<file path="config.mk">
export PLATFORM = sky130hd
export DESIGN_NAME = mbpwm_timer
export DESIGN_NICKNAME = d
export VERILOG_FILES = /design/src/include/mbpwm_pkg.sv /design/src/hdl/mbpwm_timer.sv
export SDC_FILE = /design/constraint.sdc
export NUM_CORES = 1
export LEC_CHECK = 0
export ABC_CLOCK_PERIOD_IN_PS = 4100
export BUFFER_PORTS_ARGS = -buffer_cell sky130_fd_sc_hd__buf_2
export CAP_MARGIN = 20
export CORE_MARGIN = 2
export CORE_UTILIZATION = 40
export CTS_CLUSTER_SIZE = 12
export DETAILED_ROUTE_END_ITERATION = 10
export GPL_TIMING_DRIVEN = 0
export SKIP_CTS_REPAIR_TIMING = 1
export SLEW_MARGIN = 20
export SYNTH_ARGS = -nofsm -noshare
export SYNTH_HDL_FRONTEND = slang
export SYNTH_SLANG_ARGS = --single-unit
</file>
<file path="constraint.sdc">
create_clock -name clk_i -period 4.1 [get_ports clk_i]
set_input_delay 0.205 -clock clk_i [delete_from_list [all_inputs] [get_ports clk_i]]
set_output_delay 0.205 -clock clk_i [all_outputs]
set_load 0.05 [all_outputs]
</file>
<file path="src/include/mbpwm_pkg.sv">
package mbpwm_pkg;
  // ----------------------------------------
  // sizes
  // ----------------------------------------
  localparam int NUM_MATCH = 7;
  localparam int NUM_PWM   = 6;
  localparam int NUM_EXT   = 4;
  localparam int NUM_CAP   = 2;
  localparam int NUM_IRQ   = NUM_MATCH + NUM_CAP;
  localparam int MCR_W     = 3;
  localparam int CCR_W     = 3;
  localparam int EMR_W     = 2;
  // ----------------------------------------
  // register offsets (byte addresses)
  // ----------------------------------------
  localparam logic [7:0] OFF_CTRL  = 8'h00;
  localparam logic [7:0] OFF_PRE   = 8'h04;
  localparam logic [7:0] OFF_TC    = 8'h08;
  localparam logic [7:0] OFF_PC    = 8'h0C;
  localparam logic [7:0] OFF_MCR   = 8'h10;
  localparam logic [7:0] OFF_EMR   = 8'h14;
  localparam logic [7:0] OFF_PSEL  = 8'h18;
  localparam logic [7:0] OFF_LATCH = 8'h1C;
  localparam logic [7:0] OFF_CCR   = 8'h20;
  localparam logic [7:0] OFF_CAP0  = 8'h24;
  localparam logic [7:0] OFF_CAP1  = 8'h28;
  localparam logic [7:0] OFF_MR0   = 8'h30;
  localparam logic [7:0] OFF_STAT  = 8'h50;
  localparam logic [7:0] OFF_ICLR  = 8'h54;
  localparam logic [7:0] OFF_IEN   = 8'h58;
  localparam logic [7:0] OFF_PINS  = 8'h5C;
  localparam logic [7:0] MR_STRIDE = 8'h04;
  // ----------------------------------------
  // field positions
  // ----------------------------------------
  localparam int CTRL_EN   = 0;
  localparam int CTRL_RST  = 1;
  localparam int CTRL_PWM  = 2;
  localparam int CTRL_CNT  = 3;
  localparam int CTRL_CSEL = 4;
  localparam int CTRL_W    = 5;
  localparam int MCR_INT   = 0;
  localparam int MCR_RST   = 1;
  localparam int MCR_STOP  = 2;
  localparam int CCR_RISE  = 0;
  localparam int CCR_FALL  = 1;
  localparam int CCR_INT   = 2;
  localparam int PSEL_DBL  = 0;
  localparam int PSEL_ENA  = 8;
  localparam int PSEL_W    = 16;
  localparam int ST_CAP    = NUM_MATCH;
  // ----------------------------------------
  // external match actions
  // ----------------------------------------
  localparam logic [1:0] EM_NONE = 2'h0;
  localparam logic [1:0] EM_LOW  = 2'h1;
  localparam logic [1:0] EM_HIGH = 2'h2;
  localparam logic [1:0] EM_TOG  = 2'h3;
  // ----------------------------------------
  // reset values
  // ----------------------------------------
  localparam logic [31:0] RST_WORD = 32'h0000_0000;
endpackage : mbpwm_pkg

</file>
<file path="src/hdl/mbpwm_timer.sv">
// Overview of operation
// - a 32-bit counter advances once every prescale+1 ticks through a 32-bit prescaler.
// - ticks are clock cycles in timer mode or rising edges of a chosen capture input in counter mode.
// - seven match registers serve six single-edge or three double-edge pwm outputs or a mix.
// - each match can keep counting, stop or reset the counter, each optionally interrupting.
// - match zero resets the count and so sets the one period shared by all pwm outputs.
// - a single-edge output rises at the period match and falls at its own match register.
// - single-edge outputs rise at every period start unless set up to stay constantly low.
// - a double-edge output rises on one match register and falls on the next one.
// - period, width and both edges can sit at any count within the cycle.
// - in pwm mode new match values act only after software releases them and only at a period boundary; with it off they act at once.
// - with pwm mode off the block is a plain timer with match and capture and no pwm.
// - capture channels copy the count on a chosen input edge and may interrupt.
// - each external match output is set low, set high, toggled or left alone on its match.
`timescale 1ns/100ps
module mbpwm_timer
(
  input  wire logic                          clk_i,
  input  wire logic                          rst_n_i,
  input  wire logic                          psel_i,
  input  wire logic                          penable_i,
  input  wire logic                          pwrite_i,
  input  wire logic [7:0]                    paddr_i,
  input  wire logic [31:0]                   pwdata_i,
  output logic      [31:0]                   prdata_o,
  output logic                               pready_o,
  output logic                               pslverr_o,
  input  wire logic [mbpwm_pkg::NUM_CAP-1:0] cap_i,
  output logic      [mbpwm_pkg::NUM_PWM-1:0] pwm_o,
  output logic      [mbpwm_pkg::NUM_EXT-1:0] ext_match_o,
  output logic                               irq_o
);
  import mbpwm_pkg::*;
  // ----------------------------------------
  // state
  // ----------------------------------------
  logic [CTRL_W-1:0]          ctrl;
  logic [31:0]                prescale;
  logic [31:0]                tc;
  logic [31:0]                pc;
  logic [NUM_MATCH*MCR_W-1:0] mcr;
  logic [NUM_EXT*EMR_W-1:0]   emr;
  logic [PSEL_W-1:0]          pwm_sel;
  logic [NUM_MATCH-1:0]       latch_en;
  logic [NUM_CAP*CCR_W-1:0]   ccr;
  logic [31:0]                shadow [NUM_MATCH];
  logic [31:0]                active [NUM_MATCH];
  logic [31:0]                cap_val [NUM_CAP];
  logic [NUM_IRQ-1:0]         status;
  logic [NUM_IRQ-1:0]         irq_en;
  logic [NUM_CAP-1:0]         s1;
  logic [NUM_CAP-1:0]         s2;
  logic [NUM_CAP-1:0]         s3;
  logic [NUM_CAP-1:0]         lvl;
  // ----------------------------------------
  // helpers
  // ----------------------------------------
  function automatic logic ext_next(input logic [1:0] act, input logic q);
    case (act)
      EM_LOW:  return 1'b0;
      EM_HIGH: return 1'b1;
      EM_TOG:  return ~q;
      default: return q;
    endcase
  endfunction : ext_next
  function automatic logic sel_hit(input logic [7:0] a, input logic [7:0] off);
    return a == off;
  endfunction : sel_hit
  // ----------------------------------------
  // capture input synchronisers
  // ----------------------------------------
  wire [NUM_CAP-1:0] agree    = ~(s2 ^ s3);
  wire [NUM_CAP-1:0] next_lvl = (agree & s3) | (~agree & lvl);
  wire [NUM_CAP-1:0] cap_rise = next_lvl & ~lvl;
  wire [NUM_CAP-1:0] cap_fall = ~next_lvl & lvl;
  // ----------------------------------------
  // prescaler and counter
  // ----------------------------------------
  wire run      = ctrl[CTRL_EN] & ~ctrl[CTRL_RST];
  wire cnt_edge = ctrl[CTRL_CSEL] ? cap_rise[1] : cap_rise[0];
  wire tick     = run & (ctrl[CTRL_CNT] ? cnt_edge : 1'b1);
  wire step     = tick & (pc == prescale);
  wire pwm_mode = ctrl[CTRL_PWM];
  logic [NUM_MATCH-1:0] match;
  logic [NUM_MATCH-1:0] m_rst;
  logic [NUM_MATCH-1:0] m_stop;
  logic [NUM_MATCH-1:0] m_int;
  always_comb
  begin
    for (int i = 0; i < NUM_MATCH; i++)
    begin
      match[i]  = step & (tc == active[i]);
      m_rst[i]  = match[i] & mcr[i*MCR_W+MCR_RST];
      m_stop[i] = match[i] & mcr[i*MCR_W+MCR_STOP];
      m_int[i]  = match[i] & mcr[i*MCR_W+MCR_INT];
    end
  end
  wire any_rst  = |m_rst;
  wire any_stop = |m_stop;
  wire period   = m_rst[0];
  always_ff @(posedge clk_i or negedge rst_n_i)
  begin
    if (!rst_n_i)
    begin
      tc <= RST_WORD;
      pc <= RST_WORD;
    end
    else if (ctrl[CTRL_RST])
    begin
      tc <= RST_WORD;
      pc <= RST_WORD;
    end
    else if (step)
    begin
      pc <= RST_WORD;
      tc <= any_rst ? RST_WORD : tc + 32'h0000_0001;
    end
    else if (tick)
      pc <= pc + 32'h0000_0001;
  end
  // ----------------------------------------
  // apb decode
  // ----------------------------------------
  wire setup = psel_i & ~penable_i;
  wire wr    = psel_i & penable_i & pwrite_i & pready_o & ~pslverr_o;
  wire [7:0] mr_rel = paddr_i - OFF_MR0;
  wire [7:0] mr_idx = mr_rel >> 2;
  wire is_mr = (paddr_i >= OFF_MR0) && (mr_idx < 8'(NUM_MATCH)) && (paddr_i[1:0] == 2'h0);
  logic [31:0] rdata;
  logic        hit;
  always_comb
  begin
    rdata = RST_WORD;
    hit   = 1'b1;
    if (sel_hit(paddr_i, OFF_CTRL))
      rdata = 32'(ctrl);
    else if (sel_hit(paddr_i, OFF_PRE))
      rdata = prescale;
    else if (sel_hit(paddr_i, OFF_TC))
      rdata = tc;
    else if (sel_hit(paddr_i, OFF_PC))
      rdata = pc;
    else if (sel_hit(paddr_i, OFF_MCR))
      rdata = 32'(mcr);
    else if (sel_hit(paddr_i, OFF_EMR))
      rdata = 32'(emr);
    else if (sel_hit(paddr_i, OFF_PSEL))
      rdata = 32'(pwm_sel);
    else if (sel_hit(paddr_i, OFF_LATCH))
      rdata = 32'(latch_en);
    else if (sel_hit(paddr_i, OFF_CCR))
      rdata = 32'(ccr);
    else if (sel_hit(paddr_i, OFF_CAP0))
      rdata = cap_val[0];
    else if (sel_hit(paddr_i, OFF_CAP1))
      rdata = cap_val[1];
    else if (is_mr)
      rdata = shadow[mr_idx[2:0]];
    else if (sel_hit(paddr_i, OFF_STAT))
      rdata = 32'(status);
    else if (sel_hit(paddr_i, OFF_ICLR))
      rdata = RST_WORD;
    else if (sel_hit(paddr_i, OFF_IEN))
      rdata = 32'(irq_en);
    else if (sel_hit(paddr_i, OFF_PINS))
      rdata = {16'h0000, 4'(ext_match_o), 6'h00, pwm_o};
    else
      hit = 1'b0;
  end
  always_ff @(posedge clk_i or negedge rst_n_i)
  begin
    if (!rst_n_i)
    begin
      pready_o  <= 1'b0;
      pslverr_o <= 1'b0;
      prdata_o  <= RST_WORD;
    end
    else
    begin
      pready_o  <= setup;
      pslverr_o <= setup & ~hit;
      if (setup)
        prdata_o <= rdata;
    end
  end
  // ----------------------------------------
  // control registers
  // ----------------------------------------
  always_ff @(posedge clk_i or negedge rst_n_i)
  begin
    if (!rst_n_i)
    begin
      ctrl     <= '0;
      prescale <= RST_WORD;
      mcr      <= '0;
      emr      <= '0;
      pwm_sel  <= '0;
      ccr      <= '0;
      irq_en   <= '0;
    end
    else
    begin
      if (wr && sel_hit(paddr_i, OFF_CTRL))
        ctrl <= pwdata_i[CTRL_W-1:0];
      // a stop match beats a same-cycle software write
      if (any_stop)
        ctrl[CTRL_EN] <= 1'b0;
      if (wr && sel_hit(paddr_i, OFF_PRE))
        prescale <= pwdata_i;
      if (wr && sel_hit(paddr_i, OFF_MCR))
        mcr <= pwdata_i[NUM_MATCH*MCR_W-1:0];
      if (wr && sel_hit(paddr_i, OFF_EMR))
        emr <= pwdata_i[NUM_EXT*EMR_W-1:0];
      if (wr && sel_hit(paddr_i, OFF_PSEL))
        pwm_sel <= pwdata_i[PSEL_W-1:0];
      if (wr && sel_hit(paddr_i, OFF_CCR))
        ccr <= pwdata_i[NUM_CAP*CCR_W-1:0];
      if (wr && sel_hit(paddr_i, OFF_IEN))
        irq_en <= pwdata_i[NUM_IRQ-1:0];
    end
  end
  // ----------------------------------------
  // match registers: shadow, release, active
  // ----------------------------------------
  // release bits clear when their value is taken; a same-cycle write re-arms them
  wire                 latch_wr   = wr & sel_hit(paddr_i, OFF_LATCH);
  wire [NUM_MATCH-1:0] take       = pwm_mode ? (period ? latch_en : '0) : {NUM_MATCH{1'b1}};
  wire [NUM_MATCH-1:0] next_latch = latch_wr ? (latch_en | pwdata_i[NUM_MATCH-1:0]) : (latch_en & ~take);
  always_ff @(posedge clk_i or negedge rst_n_i)
  begin
    if (!rst_n_i)
    begin
      latch_en <= '0;
      for (int i = 0; i < NUM_MATCH; i++)
      begin
        shadow[i] <= RST_WORD;
        active[i] <= RST_WORD;
      end
    end
    else
    begin
      latch_en <= next_latch;
      for (int i = 0; i < NUM_MATCH; i++)
      begin
        if (wr && is_mr && mr_idx[2:0] == 3'(i))
          shadow[i] <= pwdata_i;
        if (take[i])
          active[i] <= shadow[i];
      end
    end
  end
  // ----------------------------------------
  // pwm outputs
  // ----------------------------------------
  logic [NUM_PWM-1:0] next_pwm;
  logic [NUM_EXT-1:0] next_ext;
  always_comb
  begin
    for (int n = 0; n < NUM_PWM; n++)
    begin
      // output n+1 falls on match n+1; rises on match n when double edge, else on match zero
      logic dbl;
      logic rise;
      logic fall;
      dbl  = (n != 0) & pwm_sel[PSEL_DBL+n];
      rise = dbl ? match[n] : period;
      fall = match[n+1];
      // fall wins a tie, so a fall match equal to the period match keeps the pin low
      if (!pwm_mode || !pwm_sel[PSEL_ENA+n])
        next_pwm[n] = 1'b0;
      else if (fall)
        next_pwm[n] = 1'b0;
      else if (rise)
        next_pwm[n] = 1'b1;
      else
        next_pwm[n] = pwm_o[n];
    end
    for (int j = 0; j < NUM_EXT; j++)
      next_ext[j] = match[j] ? ext_next(emr[j*EMR_W +: EMR_W], ext_match_o[j]) : ext_match_o[j];
  end
  always_ff @(posedge clk_i or negedge rst_n_i)
  begin
    if (!rst_n_i)
    begin
      s1          <= '0;
      s2          <= '0;
      s3          <= '0;
      lvl         <= '0;
      pwm_o       <= '0;
      ext_match_o <= '0;
    end
    else
    begin
      s1          <= cap_i;
      s2          <= s1;
      s3          <= s2;
      lvl         <= next_lvl;
      pwm_o       <= next_pwm;
      ext_match_o <= next_ext;
    end
  end
  // ----------------------------------------
  // capture and interrupts
  // ----------------------------------------
  logic [NUM_CAP-1:0] cap_ev;
  logic [NUM_CAP-1:0] cap_int;
  always_comb
  begin
    for (int k = 0; k < NUM_CAP; k++)
    begin
      cap_ev[k]  = (ccr[k*CCR_W+CCR_RISE] & cap_rise[k]) | (ccr[k*CCR_W+CCR_FALL] & cap_fall[k]);
      cap_int[k] = cap_ev[k] & ccr[k*CCR_W+CCR_INT];
    end
  end
  wire [NUM_IRQ-1:0] ev_set  = {cap_int, m_int};
  wire [NUM_IRQ-1:0] ev_clr  = (wr && sel_hit(paddr_i, OFF_ICLR)) ? pwdata_i[NUM_IRQ-1:0] : '0;
  // set beats clear so an event landing on the clear write is kept
  wire [NUM_IRQ-1:0] next_st = (status & ~ev_clr) | ev_set;
  always_ff @(posedge clk_i or negedge rst_n_i)
  begin
    if (!rst_n_i)
    begin
      status <= '0;
      irq_o  <= 1'b0;
      for (int k = 0; k < NUM_CAP; k++)
        cap_val[k] <= RST_WORD;
    end
    else
    begin
      status <= next_st;
      irq_o  <= |(next_st & irq_en);
      for (int k = 0; k < NUM_CAP; k++)
        if (cap_ev[k])
          cap_val[k] <= tc;
    end
  end
endmodule : mbpwm_timer

</file>
==> results.yml, run 1 <==
power_and_ir_drop:
  power_density_nw_per_um2: 382
  leakagePower_nw: 20.0
  totalPowerFinal_w: 0.0158
  ir_drop_uv: 302
setup_path:
  required_ps: 4690
  cp-end-kind: "flip-flop"
  ff2ff_path_depth: 10
  arrival_ps: 4610
  worst-setup-path-type: "flip-flop to flip-flop"
  startpoint_type: "flip-flop"
  worst-path-max-fanout: 10
sta:
  finalCriticalPeriod_ps: 4020
  setup_violations: 0
  max_slew.worst_pin.slew_ps: 1070
  fin_crit_sh_pct: 98.1
  drv_slew: 0
  hold_slack_ps: -16.9
  hold_viol: 3
  finalClockSkew_ps: 18.9
  fmax_ghz: 0.249
  slew_headroom_pct: 27.9
  rsz0062_at_grt: "false"
synthesis:
  synthCells: 3131
  syn_area_per_cell_um2: 11.6
  synthAdderAreaFrac_pct: 0.262
  syn-cell-area_um2: 36200
  yosysMostFrequentCell: "dfrtp_1"
  yosysUniqueCellTypes: 84
  synth-xor-area-share_pct: 6.79
  ys_warn_count: 0
  synthMuxAreaShare_pct: 19.4
  yosysTopAreaCellShare_pct: 51.2
  synth_compound_area_share_pct: 9.16
  synth_top_family_by_area: "multiplexers"
  ys_seq_area_share_pct: 51.2
  synth_top_cell_by_area: "dfrtp_1"
  synth_ff_type: "dfrtp_1"
  syn-num-nets: 3184
  synthArstFlopShare_pct: 100
  yosys.area_share.simple_pct: 9.80
  synth_edf_count: 0
  synthTopCellsByCount: "dfrtp_1, mux2_2, nand2_1"
  synth_seq_cells: 742
  synth.area.top_cells: "dfrtp_1, mux2_2, xnor2_1"
flow_run:
  maxCapViolations: 0
place:
  gp_congestion: 1.02
  dpl.cell_count: 4401
  io_buffers: 81
  dp_hpwl_mm: 108
floorplan:
  coreArea_um2: 89900
  die-height_um: 305
  dieArea_um2: 93000
  start_util_pct: 40.3
  num_io_pins: 92
  chipWidth_um: 305
  num_rows: 110
clocking:
  numCtsBuffers: 82
  insertion_delay_ps: 660
  cts_root_buf: "clkbuf_16"
  clk_pin_slew_ps: 60
  ctsLongestPathBuffers: 3
  cts.sinks: 742
  cts_tree: "yes"
  htreeDepth: 3
hold_path:
  holdPathStages: 3
  min_path_type: "primary input to flip-flop"
routing:
  drc_errors: 0
  dr.pass1.iters: 6
  wire_per_inst_um: 30.7
  vias: 27700
  drtIter0Drc: 3078
  drtAntennaViolNets: 0
  viasPerCell: 6.07
  drt_wl_total_mm: 140
grt:
  grt_pass1_vias: 26800
  gr-total-overflow: 0
  grt_util_all_layers_pct: 29.8
  grt_pass1_wl_mm: 199
  antenna_found_initial: 4
  grt_max_degree: 97
run_status:
  failed_checks: "hold timing"
  status: "complete, but fails checks"
final_layout:
  finalNetCount: 3373
  area_growth_pct: 14.2
  drive_above_1_share_pct: 27.2
  layout.cells.non_filler: 4561
==> worst max-delay path, stage by stage (launching register included) <==
cell,delay [ps]
dfrtp_1,450
nand4bb_1,250
a31oi_1,460
nor2b_1,530
and3_1,250
buf_2,260
buf_4,320
clkbuf_1,530
nand3_1,450
mux2i_1,260
o2111a_1,200
==> state kept, by name (all words and copies together), names as in the netlist, 4 cells and up <==
name / flops
cap_val: 64
pc: 32
tc: 32
pwm_sel: 16
emr: 8
pwm_o: 6
active: 224
shadow: 224
prdata_o: 32
latch_en: 7
ccr: 6
irq_en: 9
mcr: 21
prescale: 32
status: 9
ext_match_o: 4
ctrl: 5
==> layout make-up <==
class	instances	area, um2
antenna	5	12.5
buffer	235	1010
tap	1176	1470
fill	8439	48500
inverter	55	206
sequential	742	18600
multi-input combinational	2098	16500
clock buffer	123	2430
clock inverter	21	314
timing repair buffer	106	825
==> stage by stage <==
stage	util, %	setup WS, ps	setup TNS, ps	instance area (um2)
6_report	46.0	76.6	0	41400
3_3_place_gp	42.4	-13680	-	38100
2_1_floorplan	-	959	0	36200
5_1_grt	46.0	60.6	0	41400
4_1_cts	45.8	-698	-52810	41200
3_5_place_dp	42.8	-1360	-208320	38400
==> metal layers <==
metal,GRT usage [%],wire length (um)
met3,4.25,9450
met4,13.0,6990
met5,0,12
met1,41.6,60400
met2,46.2,63200
==> logic make-up after synthesis <==
group | after synthesis
buffers and inverters | 291
adders and majority gates | 8
muxes | 594
xor gates and xnor gates | 281
AOI/OAI and AO/OA | 491
DFF | 742
and+or+nand+nor | 724
==> power breakdown <==
| group | leakage, nW | switching, W | total [W] | internal (W) |
|---|---|---|---|---|
| Combinational | 8.35 | 0.000579 | 0.000756 | 0.000177 |
| Sequential | 10.3 | 0.0000312 | 0.00739 | 0.00736 |
| Clock | 1.33 | 0.00320 | 0.00768 | 0.00448 |
==> cell usage in the layout (no fill, tap or decap), types with 11 or more instances in the layout <==
cell,Yosys,final
o22ai_1,11,11
a21oi_1,48,45
or4_1,18,18
clkbuf_8,0,18
mux2_2,545,545
clkbuf_1,127,143
o2111ai_1,33,33
inv_1,53,53
mux2i_1,15,15
nand4_1,60,60
buf_1,21,21
o21ai_1,11,11
nor4_1,56,51
a221oi_1,51,51
a31oi_1,25,25
dlygate4sd3_1,0,11
dfrtp_1,742,742
xnor2_1,142,142
o21ai_0,186,186
nand2_1,257,257
nor3_1,38,38
a221o_1,11,11
xor2_1,139,139
o221ai_1,27,27
mux4_2,32,32
nand3_1,36,36
a22oi_1,12,12
and3_1,41,41
nor2_1,147,145
clkbuf_16,0,84
buf_2,85,166
or3_1,12,12
==> worst paths after layout <==
check | start | endpoint | slack [ps]
max in group asynchronous | rst_n_i | shadow[132] | 2390
worst min-delay path | pwdata_i[6] | status[6] | -20
min in group asynchronous | rst_n_i | pc[30] | 70
worst max register to register | ctrl[4] | pwm_o[2] | 80
worst min register to register | s1[0] | s2[0] | 350
worst max-delay path | ctrl[4] | pwm_o[2] | 80
Note: power is estimated with default switching activity, not from simulation.
==> run 2, diff against run 1 <==
--- a/config.mk
+++ b/config.mk
@@ -5,9 +5,10 @@
 export SDC_FILE = /design/constraint.sdc
 export NUM_CORES = 1
 export LEC_CHECK = 0
-export ABC_CLOCK_PERIOD_IN_PS = 4100
+export ABC_CLOCK_PERIOD_IN_PS = 5000
 export BUFFER_PORTS_ARGS = -buffer_cell sky130_fd_sc_hd__buf_2
 export CAP_MARGIN = 20
+export CORE_ASPECT_RATIO = 0.7
 export CORE_MARGIN = 2
 export CORE_UTILIZATION = 40
 export CTS_CLUSTER_SIZE = 12
@@ -18,3 +19,4 @@
 export SYNTH_ARGS = -nofsm -noshare
 export SYNTH_HDL_FRONTEND = slang
 export SYNTH_SLANG_ARGS = --single-unit
+export TNS_END_PERCENT = 20
==> constraint.sdc (replaced) <==
create_clock -name clk_i -period 5 [get_ports clk_i]
set_input_delay 0.25 -clock clk_i [delete_from_list [all_inputs] [get_ports clk_i]]
set_output_delay 0.25 -clock clk_i [all_outputs]
set_load 0.05 [all_outputs]
==> run 2 against run 1 <==
Effect of this change:
- the flow finishes with violations (setup timing)
- clock power fell by 24%
- utilization fell by 0.35 points
- design area fell by 0.73%
==> results.yml, run 2 (synthesized netlist as in run 1, its figures left out) <==
grt:
  grt_pass1_wl_mm: 209
  antenna_found_initial: 4
  grt_max_degree: 95
  gr-total-overflow: 0
  grt_util_all_layers_pct: 32.1
  grt_pass1_vias: 26700
setup_path:
  startpoint_type: "primary input"
  worst-setup-path-type: "primary input to flip-flop"
  cp-end-kind: "flip-flop"
  worst-path-max-fanout: 11
  arrival_ps: 5850
  required_ps: 5560
  ff2ff_path_depth: 10
sta:
  rsz0062_at_grt: "true"
  finalCriticalPeriod_ps: 5290
  slew_headroom_pct: 13.0
  fmax_ghz: 0.189
  finalClockSkew_ps: 33.6
  drv_slew: 0
  hold_viol: 0
  final.setup.worst_slack_ps: -288
  fin_crit_sh_pct: 106
  max_slew.worst_pin.slew_ps: 1290
  setup_violations: 53
floorplan:
  start_util_pct: 40.3
  dieArea_um2: 93100
  num_rows: 92
  die-height_um: 256
  coreArea_um2: 89900
  num_io_pins: 92
  chipWidth_um: 364
power_and_ir_drop:
  combinationalPowerShare_pct: 5.1
  swShare_pct: 24.5
  totalPowerFinal_w: 0.0125
  switching_power_w: 0.00306
  leakagePower_nw: 19.8
  seqPwrFrac_pct: 48.4
  ir_drop_uv: 254
  p_clk_share_pct: 46.4
  power_density_nw_per_um2: 304
  internal_power_w: 0.00944
routing:
  drtAntennaViolNets: 0
  wire_per_inst_um: 32.8
  drtIter0Drc: 4000
  dr.pass1.iters: 8
  drc_errors: 0
  viasPerCell: 6.15
  drt_wl_total_mm: 150
  vias: 28200
final_layout:
  seq_area_um2: 18600
  n_fill_cell: 8369
  mostFrequentLayoutCells: "dfrtp_1, mux2_2, nand2_1"
  drive_above_1_share_pct: 26.9
  area_growth_pct: 13.3
  finalNetCount: 3372
  final_common_cell: "dfrtp_1"
  multi_input_area_um2: 16500
  reg.largest.list: "active: 224 flops, shadow: 224 flops, cap_val: 64 flops"
clocking:
  cts.sinks: 742
  numCtsBuffers: 77
  cts_root_buf: "clkbuf_16"
  htreeDepth: 3
  cts_tree: "yes"
  ctsLongestPathBuffers: 3
  clk_pin_slew_ps: 60
  insertion_delay_ps: 680
hold_path:
  holdPathStages: 2
  min_path_type: "primary input to flip-flop"
flow_run:
  maxCapViolations: 0
run_status:
  failed_checks: "setup timing"
  status: "complete, but fails checks"
place:
  dp_slack_ps: -704
  io_buffers: 81
  gp_congestion: 1.04
  dp_hpwl_mm: 116
==> run 2: changes by cell type in the layout (fill, tap and decap cells not counted), moves of 3 or more <==
cell,before,now
nor4_1,51,54
diode_2,5,2
clkbuf_16,84,78
nor4_2,5,2
clkbuf_8,18,14
inv_6,1,4
clkinvlp_4,4,0
==> run 2: area by class of cell <==
type,count,area share (%)
Multi-Input combinational cell,2098,40.2
Timing Repair Buffer,109,2.02
Buffer,236,2.47
Clock inverter,13,0.466
Tap cell,1222,3.72
Inverter,55,0.503
Sequential cell,742,45.2
Clock buffer,110,5.39
Antenna cell,2,0.0122
==> run 2: critical path, cell delays in order <==
cell and delay, ps:
buf_2 120, clkbuf_1 410, inv_1 390, clkbuf_1 540
clkbuf_1 640, ha_1 300, nor3b_1 790, nand2_1 680
nand2_1 610, buf_1 820, a21o_1 200, a21oi_1 80
==> run 2: power by group through the flow <==
| stage | registers [W] | logic, W | clock network [W] |
|---|---|---|---|
| 6_report | 0.00606 | 0.000643 | 0.00581 |
| 4_1_cts | 0.00606 | 0.000620 | 0.00583 |
| 3_5_place_dp | 0.00617 | 0.000619 | 0 |
| 5_1_grt | 0.00606 | 0.000674 | 0.00607 |
| 3_3_place_gp | 0.00617 | 0.000591 | 0 |
| 2_1_floorplan | 0.00619 | 0.000199 | 0 |
==> run 2: routing by layer <==
layer	part of all wire [%]	track usage (%)	wire, um	vias to the layer above
li1	-	-	-	11700
met1	45	48.5	67600	14700
met2	38	41.0	57600	1623
met3	15	15.9	22700	169
met4	1.6	4.96	2430	2
met5	0.0067	0	10	-
==> run 2: per-stage QoR <==
| stage | util (%) | area (um2) | instances | TNS [ps] | hold WS (ps) |
|---|---|---|---|---|---|
| 3_3_place_gp | 42.5 | 38200 | 4434 | -9485560 | 334 |
| 4_1_cts | 45.5 | 40900 | 4572 | -1060 | -429 |
| 6_report | 45.7 | 41100 | 4587 | -5590 | 0.203 |
| 5_1_grt | 45.7 | 41100 | 4585 | -594 | 5.73 |
| 3_5_place_dp | 42.9 | 38500 | 4449 | -67960 | 277 |
| 2_1_floorplan | - | 36200 | 3131 | 0 | -45.6 |
==> run 2: path summary, 6_finish.rpt <==
check                             start           to  slack [ps]
setup / recovery             paddr_i[4]  prdata_o[0]        -290
hold / removal             pwdata_i[26]   shadow[26]         0.2
setup reg to reg                  pc[3]       tc[22]         110
hold reg to reg                   s1[0]        s2[0]         350
max in group asynchronous       rst_n_i       emr[2]        2610
min in group asynchronous       rst_n_i  shadow[212]         170
